`config.mk`:
```
export PLATFORM = sky130hd
export DESIGN_NAME = mmc_measure_config
export DESIGN_NICKNAME = d
export VERILOG_FILES = /design/src/rtl/mmc_pkg.sv /design/src/rtl/mmc_measure_config.sv
export SDC_FILE = /design/constraint.sdc
export NUM_CORES = 2
export LEC_CHECK = 0
export ABC_AREA = 1
export BUFFER_PORTS_ARGS = -buffer_cell sky130_fd_sc_hd__buf_2
export CAP_MARGIN = 20
export CORE_UTILIZATION = 54
export CTS_BUF_LIST = sky130_fd_sc_hd__clkbuf_4 sky130_fd_sc_hd__clkbuf_8
export DETAILED_ROUTE_END_ITERATION = 8
export HOLD_SLACK_MARGIN = 0.08
export PLACE_DENSITY = 0.71
export SLEW_MARGIN = 20
export SYNTH_ARGS = -nofsm -noshare
export SYNTH_HDL_FRONTEND = slang
export SYNTH_SLANG_ARGS = --single-unit
```
`constraint.sdc`:
```
create_clock -name ref_clk -period 15.8 [get_ports ref_clk]
set_input_delay 1.58 -clock ref_clk [delete_from_list [all_inputs] [get_ports ref_clk]]
set_output_delay 1.58 -clock ref_clk [all_outputs]
set_load 0.005 [all_outputs]
```
`src/rtl/mmc_pkg.sv`:
```
package mmc_pkg;

  // ----------------------------------------------------------------
  // Register map (byte addresses, one aligned word each)
  // ----------------------------------------------------------------
  localparam logic [7:0] ADDR_CFG = 8'h00;
  localparam logic [7:0] ADDR_DRIFT = 8'h04;
  localparam logic [7:0] ADDR_OFFX = 8'h08;
  localparam logic [7:0] ADDR_OFFY = 8'h0c;
  localparam logic [7:0] ADDR_OFFZ = 8'h10;
  localparam logic [7:0] ADDR_THRT = 8'h14;
  localparam logic [7:0] ADDR_THRX = 8'h18;
  localparam logic [7:0] ADDR_THRY = 8'h1c;
  localparam logic [7:0] ADDR_THRZ = 8'h20;
  localparam logic [7:0] ADDR_CMD = 8'h24;
  localparam logic [7:0] ADDR_STAT = 8'h28;
  localparam logic [7:0] ADDR_ICLR = 8'h2c;
  localparam logic [7:0] ADDR_IEN = 8'h30;
  localparam logic [7:0] ADDR_REST = 8'h34;
  localparam logic [7:0] ADDR_RESX = 8'h38;
  localparam logic [7:0] ADDR_RESY = 8'h3c;
  localparam logic [7:0] ADDR_RESZ = 8'h40;
  localparam logic [7:0] ADDR_ACQ = 8'h44;

  // ----------------------------------------------------------------
  // Field positions and reset values
  // ----------------------------------------------------------------
  localparam int CMD_START_BIT = 4;
  localparam int CMD_STOP_BIT = 5;
  localparam int EV_DRDY = 0;
  localparam int EV_WOC = 1;
  localparam int NUM_EV = 2;
  localparam int NUM_CH = 4;
  localparam logic [7:0] RST_FACTOR = 8'h00;
  localparam logic [15:0] RST_OFFSET = 16'h0000;
  localparam logic [15:0] RST_THRESH = 16'hffff;

  // Drift factor is a signed fraction of 2^DRIFT_SHIFT
  localparam int DRIFT_SHIFT = 12;
  localparam logic signed [17:0] LIM_FULL = 18'sh07fff;
  localparam logic signed [17:0] LIM_RES2 = 18'sd22000;
  localparam logic signed [17:0] LIM_RES3 = 18'sd11000;
  localparam logic [15:0] MID_15 = 16'h8000;
  localparam logic [15:0] MID_14 = 16'h4000;

  // ----------------------------------------------------------------
  // Types
  // ----------------------------------------------------------------
  typedef struct packed {
    logic external_trigger_enable;
    logic trigger_interrupt_pin_select;
    logic drift_compensation_enable;
    logic change_reference_mode;
    logic change_wake_enable;
    logic [3:0] burst_axis_select;
    logic [5:0] axis_resolution_field;
    logic [1:0] digital_filter_select;
    logic [1:0] magnetic_oversampling;
    logic [1:0] temperature_oversampling;
  } mmc_cfg_t;

  localparam mmc_cfg_t RST_CFG = '0;

  typedef struct packed {
    logic [3:0] axes;
    logic [1:0] magnetic_oversampling;
    logic [1:0] temperature_oversampling;
    logic [1:0] digital_filter_select;
    logic [5:0] axis_resolution_field;
  } mmc_conv_t;

  typedef struct packed {
    logic [NUM_CH-1:0][15:0] ch;
  } mmc_raw_t;

  typedef enum logic [0:0] {
    MMC_IDLE,
    MMC_CONV
  } mmc_st_t;

endpackage : mmc_pkg

```
`src/rtl/mmc_measure_config.sv`:
```
// Local design decisions: the register offsets and the APB register port.
`timescale 1ns/1ps
`default_nettype none

// Overview of operation
// - Trigger events accepted only with trigger enable 1 and pin select 0.
// - With triggering enabled, pin high starts an acquisition.
// - Acquisitions keep restarting while pin stays high; host drives low to stop.
// - Compensation enable 1 applies drift compensation, 0 bypasses it.
// - Compensation enable selects the encoding of magnetic results.
// - Comp off: res 0/1 two's complement; res 2/3 offset 2^15/2^14, clamped.
// - Comp on: res 0/1 unsigned around 2^15; res 2/3 not supported.
// - Burst command with zero axis argument converts the burst axis field.
// - Two-bit temperature oversampling field sets temperature converter ratio.
// - Two-bit magnetic oversampling field sets magnetic ratio.
// - Six-bit resolution field, two bits per axis X, Y, Z.
// - Two-bit digital filter field steers magnetic conversion time.
// - Hot factor above reference temperature, cold factor below.
// - Sixteen-bit constant offset correction per axis X, Y, Z.
// - Sixteen-bit change threshold per axis and temperature.
// - Pin select 0 makes the shared pin trigger input, 1 interrupt output.
// - Reference mode picks previous measurement or first measurement as reference.
module mmc_measure_config #(
  parameter logic [15:0] TEMP_REF = 16'h8000
) (
  input wire logic ref_clk,
  input wire logic rst_n,
  input wire logic psel,
  input wire logic penable,
  input wire logic pwrite,
  input wire logic [7:0] paddr,
  input wire logic [31:0] pwdata,
  output logic [31:0] prdata,
  output logic pready,
  output logic pslverr,
  input wire logic trigger_interrupt_pin_in,
  output logic trigger_interrupt_pin_out,
  output logic trigger_interrupt_pin_oe,
  output logic irq,
  output logic conv_start,
  output mmc_pkg::mmc_conv_t conv_req,
  output logic drift_compensation_on,
  input wire logic raw_valid,
  input wire mmc_pkg::mmc_raw_t raw
);
  import mmc_pkg::*;

  // One state struct, one next-state process, one register process:
  // every flop of the block lives in state_r.

  // ----------------------------------------------------------------
  // State
  // ----------------------------------------------------------------
  typedef struct packed {
    mmc_cfg_t cfg;
    logic [7:0] drift_factor_hot;
    logic [7:0] drift_factor_cold;
    logic [2:0][15:0] offs;
    logic [NUM_CH-1:0][15:0] change_threshold;
    logic [NUM_CH-1:0][15:0] res;
    logic [NUM_CH-1:0][16:0] refv;
    logic ref_ok;
    logic burst;
    logic [3:0] burst_axes;
    logic [3:0] axes;
    logic [NUM_EV-1:0] stat;
    logic [NUM_EV-1:0] ien;
    mmc_st_t st;
    logic [31:0] prdata;
    logic conv_start;
    logic irq;
  } mmc_state_t;

  mmc_state_t state_r;
  mmc_state_t state_nxt;

  logic setup_ph;
  logic wr_acc;
  logic mapped;
  logic trig_ok;
  logic [31:0] rdata;
  logic [NUM_EV-1:0] ev_clr;
  logic [NUM_CH-1:0][15:0] fmt;
  logic [NUM_CH-1:0][16:0] cmpv;
  logic [NUM_CH-1:0] hit;

  // Axis sums carry guard bits above the 16-bit code,
  // so offset plus field clamps instead of wrapping.
  // Temperature stays an unsigned code throughout.

  // ----------------------------------------------------------------
  // Bus decode
  // ----------------------------------------------------------------
  // Read data is captured in setup, so access always completes at once
  assign setup_ph = psel & ~penable;
  assign wr_acc = psel & penable & pwrite;
  assign pready = psel & penable;
  assign pslverr = psel & penable & ~mapped;
  assign ev_clr = (wr_acc && paddr == ADDR_ICLR) ? pwdata[NUM_EV-1:0] : '0;

  // Writes to read-only words drop quietly;
  // only an unmapped address raises the error flag.
  // No wait states: software never stalls here.

  // Trigger only counts while the pin is configured as input
  assign trig_ok = state_r.cfg.external_trigger_enable &
                   ~state_r.cfg.trigger_interrupt_pin_select &
                   trigger_interrupt_pin_in;
  // Level sense, no edge detector:
  // no false start after reset while the pin idles.

  // Read mux and address map
  always_comb begin
    rdata = '0;
    mapped = 1'b1;
    case (paddr)
      ADDR_CFG: rdata = {{(32 - $bits(mmc_cfg_t)){1'b0}}, state_r.cfg};
      ADDR_DRIFT: rdata = {16'h0000, state_r.drift_factor_hot, state_r.drift_factor_cold};
      ADDR_OFFX: rdata = {16'h0000, state_r.offs[0]};
      ADDR_OFFY: rdata = {16'h0000, state_r.offs[1]};
      ADDR_OFFZ: rdata = {16'h0000, state_r.offs[2]};
      ADDR_THRT: rdata = {16'h0000, state_r.change_threshold[0]};
      ADDR_THRX: rdata = {16'h0000, state_r.change_threshold[1]};
      ADDR_THRY: rdata = {16'h0000, state_r.change_threshold[2]};
      ADDR_THRZ: rdata = {16'h0000, state_r.change_threshold[3]};
      ADDR_CMD: rdata = '0;
      ADDR_STAT: rdata = {{(32 - NUM_EV){1'b0}}, state_r.stat};
      ADDR_ICLR: rdata = '0;
      ADDR_IEN: rdata = {{(32 - NUM_EV){1'b0}}, state_r.ien};
      ADDR_REST: rdata = {16'h0000, state_r.res[0]};
      ADDR_RESX: rdata = {16'h0000, state_r.res[1]};
      ADDR_RESY: rdata = {16'h0000, state_r.res[2]};
      ADDR_RESZ: rdata = {16'h0000, state_r.res[3]};
      ADDR_ACQ: rdata = {24'h000000, state_r.burst_axes, 2'b00,
                         state_r.burst, (state_r.st == MMC_CONV)};
      default: mapped = 1'b0;
    endcase
  end

  // ----------------------------------------------------------------
  // Per-channel correction, encoding and change compare
  // ----------------------------------------------------------------
  // Both factors are signed; at the exact
  // reference code the cold factor is used.
  // Temperature code sits above the reference: hot factor applies
  logic hot_side;
  logic signed [8:0] factor;
  assign hot_side = raw.ch[0] > TEMP_REF;
  assign factor = hot_side ? {state_r.drift_factor_hot[7], state_r.drift_factor_hot}
                           : {state_r.drift_factor_cold[7], state_r.drift_factor_cold};

  // Temperature is passed on as raw unsigned code
  assign fmt[0] = raw.ch[0];
  assign cmpv[0] = {1'b0, raw.ch[0]};
  assign hit[0] = 1'b0;

  genvar gi;
  generate
    for (gi = 1; gi < NUM_CH; gi++) begin : g_axis
      logic [1:0] rsel;
      logic signed [17:0] sum;
      logic signed [26:0] prod;
      logic signed [17:0] comp;
      logic signed [17:0] lim;
      logic signed [17:0] clp;
      logic [15:0] base;
      logic [15:0] mid;
      logic signed [18:0] dif;
      logic [18:0] mag;

      assign rsel = state_r.cfg.axis_resolution_field[(3 - gi) * 2 +: 2];
      // Offset is added before compensation, independent of temperature
      assign sum = 18'($signed(raw.ch[gi])) + 18'($signed(state_r.offs[gi - 1]));
      assign prod = 27'(sum * factor);
      assign comp = state_r.cfg.drift_compensation_enable ?
                    18'(sum + 18'(prod >>> DRIFT_SHIFT)) : sum;

      // Limits and code offsets depend on config only
      // Reduced ranges for the two finest resolutions without compensation
      always_comb begin
        lim = LIM_FULL;
        mid = 16'h0000;
        if (state_r.cfg.drift_compensation_enable) begin
          mid = MID_15;
        end else begin
          case (rsel)
            2'd2: begin
              lim = LIM_RES2;
              mid = MID_15;
            end
            2'd3: begin
              lim = LIM_RES3;
              mid = MID_14;
            end
            default: mid = 16'h0000;
          endcase
        end
      end

      // Full range has one more code below zero; reduced ones are symmetric
      logic signed [17:0] lim_lo;
      assign lim_lo = (lim == LIM_FULL) ? (-lim - 18'sd1) : -lim;

      // Comp with res 2/3 is unsupported; it falls back to the 2^15 code
      assign clp = (comp > lim) ? lim :
                   (comp < lim_lo) ? lim_lo : comp;
      assign base = clp[15:0];
      assign fmt[gi] = base + mid;
      assign cmpv[gi] = clp[16:0];

      // Code offsets differ per resolution, so encoded
      // codes would give false events after a change.
      // Compare on the signed corrected value, not the encoded one
      assign dif = 19'($signed(cmpv[gi])) - 19'($signed(state_r.refv[gi]));
      assign mag = dif[18] ? 19'(-dif) : 19'(dif);
      assign hit[gi] = state_r.axes[gi] &
                       (mag > {3'b000, state_r.change_threshold[gi]});
    end
  endgenerate

  // No offset or drift factor for temperature,
  // so its compare works on the raw code.
  // Temperature channel compare uses unsigned codes
  logic [17:0] tdif;
  logic [17:0] tmag;
  logic thit;
  assign tdif = {1'b0, cmpv[0]} - {1'b0, state_r.refv[0]};
  assign tmag = tdif[17] ? 18'(-tdif) : tdif;
  assign thit = state_r.axes[0] &
                (tmag > {2'b00, state_r.change_threshold[0]});

  // ----------------------------------------------------------------
  // Next state
  // ----------------------------------------------------------------
  always_comb begin
    logic [NUM_EV-1:0] ev_set;
    logic [3:0] arg;
    ev_set = '0;
    arg = pwdata[3:0];
    state_nxt = state_r;
    state_nxt.conv_start = 1'b0;
    if (setup_ph) begin
      state_nxt.prdata = rdata;
    end

    // Read data is latched in setup, so a read never
    // sees a write landing in its own access cycle.
    // Register writes take effect at the access edge only
    if (wr_acc) begin
      case (paddr)
        ADDR_CFG: state_nxt.cfg = pwdata[$bits(mmc_cfg_t)-1:0];
        ADDR_DRIFT: begin
          state_nxt.drift_factor_hot = pwdata[15:8];
          state_nxt.drift_factor_cold = pwdata[7:0];
        end
        ADDR_OFFX: state_nxt.offs[0] = pwdata[15:0];
        ADDR_OFFY: state_nxt.offs[1] = pwdata[15:0];
        ADDR_OFFZ: state_nxt.offs[2] = pwdata[15:0];
        ADDR_THRT: state_nxt.change_threshold[0] = pwdata[15:0];
        ADDR_THRX: state_nxt.change_threshold[1] = pwdata[15:0];
        ADDR_THRY: state_nxt.change_threshold[2] = pwdata[15:0];
        ADDR_THRZ: state_nxt.change_threshold[3] = pwdata[15:0];
        ADDR_CMD: begin
          if (pwdata[CMD_STOP_BIT]) begin
            state_nxt.burst = 1'b0;
          end else if (pwdata[CMD_START_BIT]) begin
            state_nxt.burst = 1'b1;
            state_nxt.burst_axes = (arg == 4'h0) ? state_r.cfg.burst_axis_select : arg;
          end
        end
        ADDR_IEN: state_nxt.ien = pwdata[NUM_EV-1:0];
        default: state_nxt.ien = state_nxt.ien;
      endcase
    end

    // Without change wake the reference is forgotten,
    // so re-enabling starts from a fresh first result.
    if (!state_r.cfg.change_wake_enable) begin
      state_nxt.ref_ok = 1'b0;
    end

    // Stop beats start in one command word, so
    // software can always park the sequencer.

    // Acquisition sequencer
    case (state_r.st)
      MMC_IDLE: begin
        // Level sense: a held-high pin restarts after every result
        if (state_r.burst || trig_ok) begin
          state_nxt.st = MMC_CONV;
          state_nxt.conv_start = 1'b1;
          state_nxt.axes = state_r.burst ? state_r.burst_axes
                                         : state_r.cfg.burst_axis_select;
        end
      end
      MMC_CONV: begin
        if (raw_valid) begin
          state_nxt.st = MMC_IDLE;
          ev_set[EV_DRDY] = 1'b1;
          for (int i = 0; i < NUM_CH; i++) begin
            if (state_r.axes[i]) begin
              state_nxt.res[i] = fmt[i];
            end
          end
          if (state_r.cfg.change_wake_enable) begin
            if (!state_r.ref_ok) begin
              state_nxt.refv = cmpv;
              state_nxt.ref_ok = 1'b1;
            end else begin
              ev_set[EV_WOC] = (|hit) | thit;
              if (state_r.cfg.change_reference_mode) begin
                state_nxt.refv = cmpv;
              end
            end
          end
        end
      end
      default: state_nxt.st = MMC_IDLE;
    endcase

    // A set in the clearing cycle survives, so a
    // result landing during a clear is never lost.
    state_nxt.stat = (state_r.stat & ~ev_clr) | ev_set;
    state_nxt.irq = |(state_nxt.stat & state_nxt.ien);
  end

  // ----------------------------------------------------------------
  // State register
  // ----------------------------------------------------------------
  // Thresholds come up at all ones: no change event
  // before software sets them. Reset loads constants only.
  always_ff @(posedge ref_clk or negedge rst_n) begin
    if (!rst_n) begin
      state_r <= '0;
      state_r.cfg <= RST_CFG;
      state_r.drift_factor_hot <= RST_FACTOR;
      state_r.drift_factor_cold <= RST_FACTOR;
      state_r.offs <= {3{RST_OFFSET}};
      state_r.change_threshold <= {NUM_CH{RST_THRESH}};
      state_r.st <= MMC_IDLE;
    end else begin
      state_r <= state_nxt;
    end
  end

  // ----------------------------------------------------------------
  // Outputs
  // ----------------------------------------------------------------
  // Data outputs come from flops or config bits,
  // so none of them glitch with the bus inputs.
  assign prdata = state_r.prdata;
  assign irq = state_r.irq;
  assign conv_start = state_r.conv_start;
  assign drift_compensation_on = state_r.cfg.drift_compensation_enable;
  // Shared pin drives only in interrupt role
  assign trigger_interrupt_pin_oe = state_r.cfg.trigger_interrupt_pin_select;
  assign trigger_interrupt_pin_out = state_r.cfg.trigger_interrupt_pin_select & state_r.irq;

  // Settings follow the config word at once; the front
  // end decides how a mid-conversion change applies.
  assign conv_req.axes = state_r.axes;
  assign conv_req.magnetic_oversampling = state_r.cfg.magnetic_oversampling;
  assign conv_req.temperature_oversampling = state_r.cfg.temperature_oversampling;
  assign conv_req.digital_filter_select = state_r.cfg.digital_filter_select;
  assign conv_req.axis_resolution_field = state_r.cfg.axis_resolution_field;

endmodule : mmc_measure_config

`default_nettype wire

```
==> flow_results.org <==
** Worst setup path
- Data required time of the worst path :: 16.33 ns
- The cell that appears most often on the critical path is sky130_fd_sc_hd__nand2_1.
- STA classifies the critical path endpoint as a register.
- Counting cells, the worst reg-to-reg path comes to 73.
- Crit path arrival time :: 15.08 ns
- In this design, the stage delay of the slowest critical-path cell is 0.58 ns.
- The worst setup path is launched from an input pin.
- Slowest stage cell, crit path :: sky130_fd_sc_hd__fa_1
- Along the worst path, the maximum fanout reaches 26.
- Critical path class :: in2reg

** Synth
- Among all flip-flop cells after synthesis, the most frequent one is sky130_fd_sc_hd__dfrtp_1.
- Synthesized area per cell :: 7.19 um^2
- Post-synth EDFFs :: 0
- Number of warnings printed during yosys synthesis :: 0
- Cell taking the most area after synthesis :: sky130_fd_sc_hd__fa_1
- Area fraction of the dominant cell type after synthesis :: 17.3%
- Count of distinct cell types in the synthesized netlist :: 68
- Synthesis produced a netlist whose cell count is 6208.
- For this run, the register share of the synthesized area comes to 18.0%.
- By area the synthesized netlist is led by sky130_fd_sc_hd__fa_1 17%, sky130_fd_sc_hd__dfrtp_1 14%, sky130_fd_sc_hd__nand2_1 14%.
- For this run, asynchronously set or reset flops after synthesis account for 100%.
- The cell area that synthesis handed to floorplanning was 0.0447 mm^2.
- Number of flip-flops and latches in the synthesized netlist :: 318

** Detailed routing
- Initial DRC Count :: 3819
- The routed layout has 41700 vias.
- Routed wire per std cell :: 19.0 um
- Wirelength, routed :: 141 mm
- Dividing the detail-routed via count by the number of cells gives 5.61.
- The pre-antenna-repair detailed-routing pass consisted of 6 iterations.
- Number of remaining DRC errors :: 0
- In this run the remaining antenna-violating nets after routing total 0.

** Timing
- Crit share post-route :: 92.1%
- Highest clock rate :: 68.7 MHz
- Number of failing hold endpoints at the final stage :: 0
- Setup total negative slack on the finished layout was measured at 0 ns.
- Pins over their slew limit :: 0
- Setup repair after global routing left no endpoint under its margin.
- Clk_skew :: 0.0343 ns
- Slew of the pin with the lowest slew margin :: 1.05 ns
- Setup violation total in the final timing report :: 0
- The worst pin sits at a relative slew slack of 28.2%.
- The clock period could shrink to 14.55 ns.

** Layout
- Compared with the post-synthesis result, the final layout area differs by 6.87%.
- Post-layout utilization of the core :: 58.2%
- After filler insertion, the fill cell instance count of the layout stands at 7974.
- With fillers left out, the area of the finished cells amounts to 0.0477 mm^2.
- Of the cells placed in the final design, the portion with a size suffix greater than 1 is 8.06%.
- After the last flow step, the layout net total stands at 7276.
- Commonest cells after routing, fill and taps aside :: 1608 x sky130_fd_sc_hd__nand2_1, 1012 x sky130_fd_sc_hd__inv_1, 568 x sky130_fd_sc_hd__nor2_1
- Most common library cell in the layout ignoring fill and taps :: sky130_fd_sc_hd__nand2_1

** CTS
- Latest clock arrival within the worst-skew pair :: 0.64 ns
- Clock-pin slew on the worst setup and hold paths :: 0.07 ns
- Cell chosen for the clock root :: sky130_fd_sc_hd__clkbuf_8
- Clock tree from TritonCTS :: built
- Cts bufs inserted :: 50
- Clock tree synthesis found a total of 318 sinks.
- The longest clock path from root to sink contains 3 buffers.
- CTS HTree Levels :: 2

** Floorplanning
- Core region area :: 0.0820 mm^2
- The die covers 0.0838 mm^2.
- In this run the core area contains 105 standard-cell rows.
- The floorplan step set the die height to 290 um.
- I/O pins :: 166
- Effective utilization at floorplan :: 54.5%
- Width of the die :: 290 um

** Placed design
- Port Buf Inserts :: 143
- DPL Wire Length :: 115 mm
- Placed inst area :: 0.0466 mm^2
- Routability-driven placement finished with a final weighted congestion of 1.02.

** Flow run
- The tool flagged a number of max-cap violations equal to 0.

** Worst hold path
- Worst hold stages :: 1
- The path class of the tightest hold or removal check is reg2reg.

** Global routing
- Global routing finished with a remaining overflow of 0.
- The initial antenna violation count came to 5.
- The first global-routing pass estimated 220 mm of wire.
- Global routing consumed, over all layers together, 33.7% of the routing resources.
- Entering global routing, the biggest net connects 161 pins.
- The number of global-route vias before repair was 39800.

** Outcome
- Status :: complete, no violations
==> state kept, by name (all words and copies together), names as in the netlist <==
signal                    flops
drift_compensation_on         1
irq                           1
prdata                       21
conv_start                    1
trigger_interrupt_pin_oe      1
conv_req                     16
state_r                     277
==> final cells by class <==
cell class                      count  area (um^2)  area share (%)
Multi-Input combinational cell   4675        31800            66.7
Sequential cell                   318         8040            16.8
Inverter                         1033         3880            8.14
Timing Repair Buffer              237         1510            3.16
Tap cell                         1070         1340            2.81
Clock buffer                       69          881            1.85
Clock inverter                     23          215           0.451
Antenna cell                        4         10.0          0.0210
==> cells in the mapped netlist, types with 31 or more instances <==
cell type	count
sky130_fd_sc_hd__nand2_1	1609
sky130_fd_sc_hd__inv_1	1012
sky130_fd_sc_hd__nor2_1	569
sky130_fd_sc_hd__ha_1	464
sky130_fd_sc_hd__fa_1	386
sky130_fd_sc_hd__o21ai_0	362
sky130_fd_sc_hd__nand3_1	303
sky130_fd_sc_hd__a21oi_1	277
sky130_fd_sc_hd__dfrtp_1	254
sky130_fd_sc_hd__xor2_1	127
sky130_fd_sc_hd__clkbuf_1	100
sky130_fd_sc_hd__nand4_1	74
sky130_fd_sc_hd__dfstp_2	64
sky130_fd_sc_hd__xnor2_1	60
sky130_fd_sc_hd__buf_4	55
sky130_fd_sc_hd__nor3_1	50
sky130_fd_sc_hd__a221oi_1	34
sky130_fd_sc_hd__a21o_1	31
==> final timing paths <==
| path | from | end | slack, ns |
|---|---|---|---|
| max | raw[1] | irq$_DFF_PN0_ | 1.25 |
| min | prdata[7]$_DFFE_PN0P_ | prdata[7]$_DFFE_PN0P_ | 0.47 |
| max reg2reg | state_r[277]$_DFFE_PN0P_ | irq$_DFF_PN0_ | 1.69 |
| min reg2reg | prdata[7]$_DFFE_PN0P_ | prdata[7]$_DFFE_PN0P_ | 0.47 |
| max in group asynchronous | rst_n | drift_compensation_on$_DFFE_PN0P_ | 13.25 |
| min in group asynchronous | rst_n | state_r[101]$_DFFE_PN0P_ | 0.92 |
==> routing by layer <==
metal	track usage (%)	part of all wire [%]	up-vias
li1	-	-	19900
met1	46.8	44	20000
met2	54.3	45	1521
met3	5.46	8.1	244
met4	10.0	3.3	2
met5	0	0.0092	-
==> critical path: cells and delay by family <==
| kind | cells | cell delay (ns) |
|---|---|---|
| buf+inv | 7 | 1.31 |
| compound gates | 16 | 2.76 |
| simple gates | 36 | 4.94 |
| fa+ha+maj | 10 | 3.86 |
| xor+xnor | 3 | 0.53 |
==> through the flow <==
stage | hold slack [ns] | setup slack, ns | instances
after floorplan | 0.445 | 2.76 | 6219
final | 0.475 | 1.25 | 7429
after detailed placement | 0.462 | 0.586 | 7333
after CTS | 0.477 | 1.19 | 7425
after global routing | 0.494 | 0.0194 | 7425
after global placement | 0.457 | 0.808 | 7333
==> timing repair <==
| action | in CTS | in global routing |
|---|---|---|
| hold buffers | 0 | 0 |
| setup endpoints to repair | 0 | 1 |
| setup buffers | 0 | 0 |
| gates resized for setup | 0 | 4 |
==> cell families after synthesis <==
family          synth area share (%)
simple gates                    25.2
flops                           18.0
xor+xnor                        3.89
compound gates                  11.4
other cells                  0.00840
buf+inv                         10.9
fa+ha+maj                       30.3
mux                            0.378
Power is not shown: default switching activity piles up to over one toggle a cycle in this logic, so the estimate is an artifact.
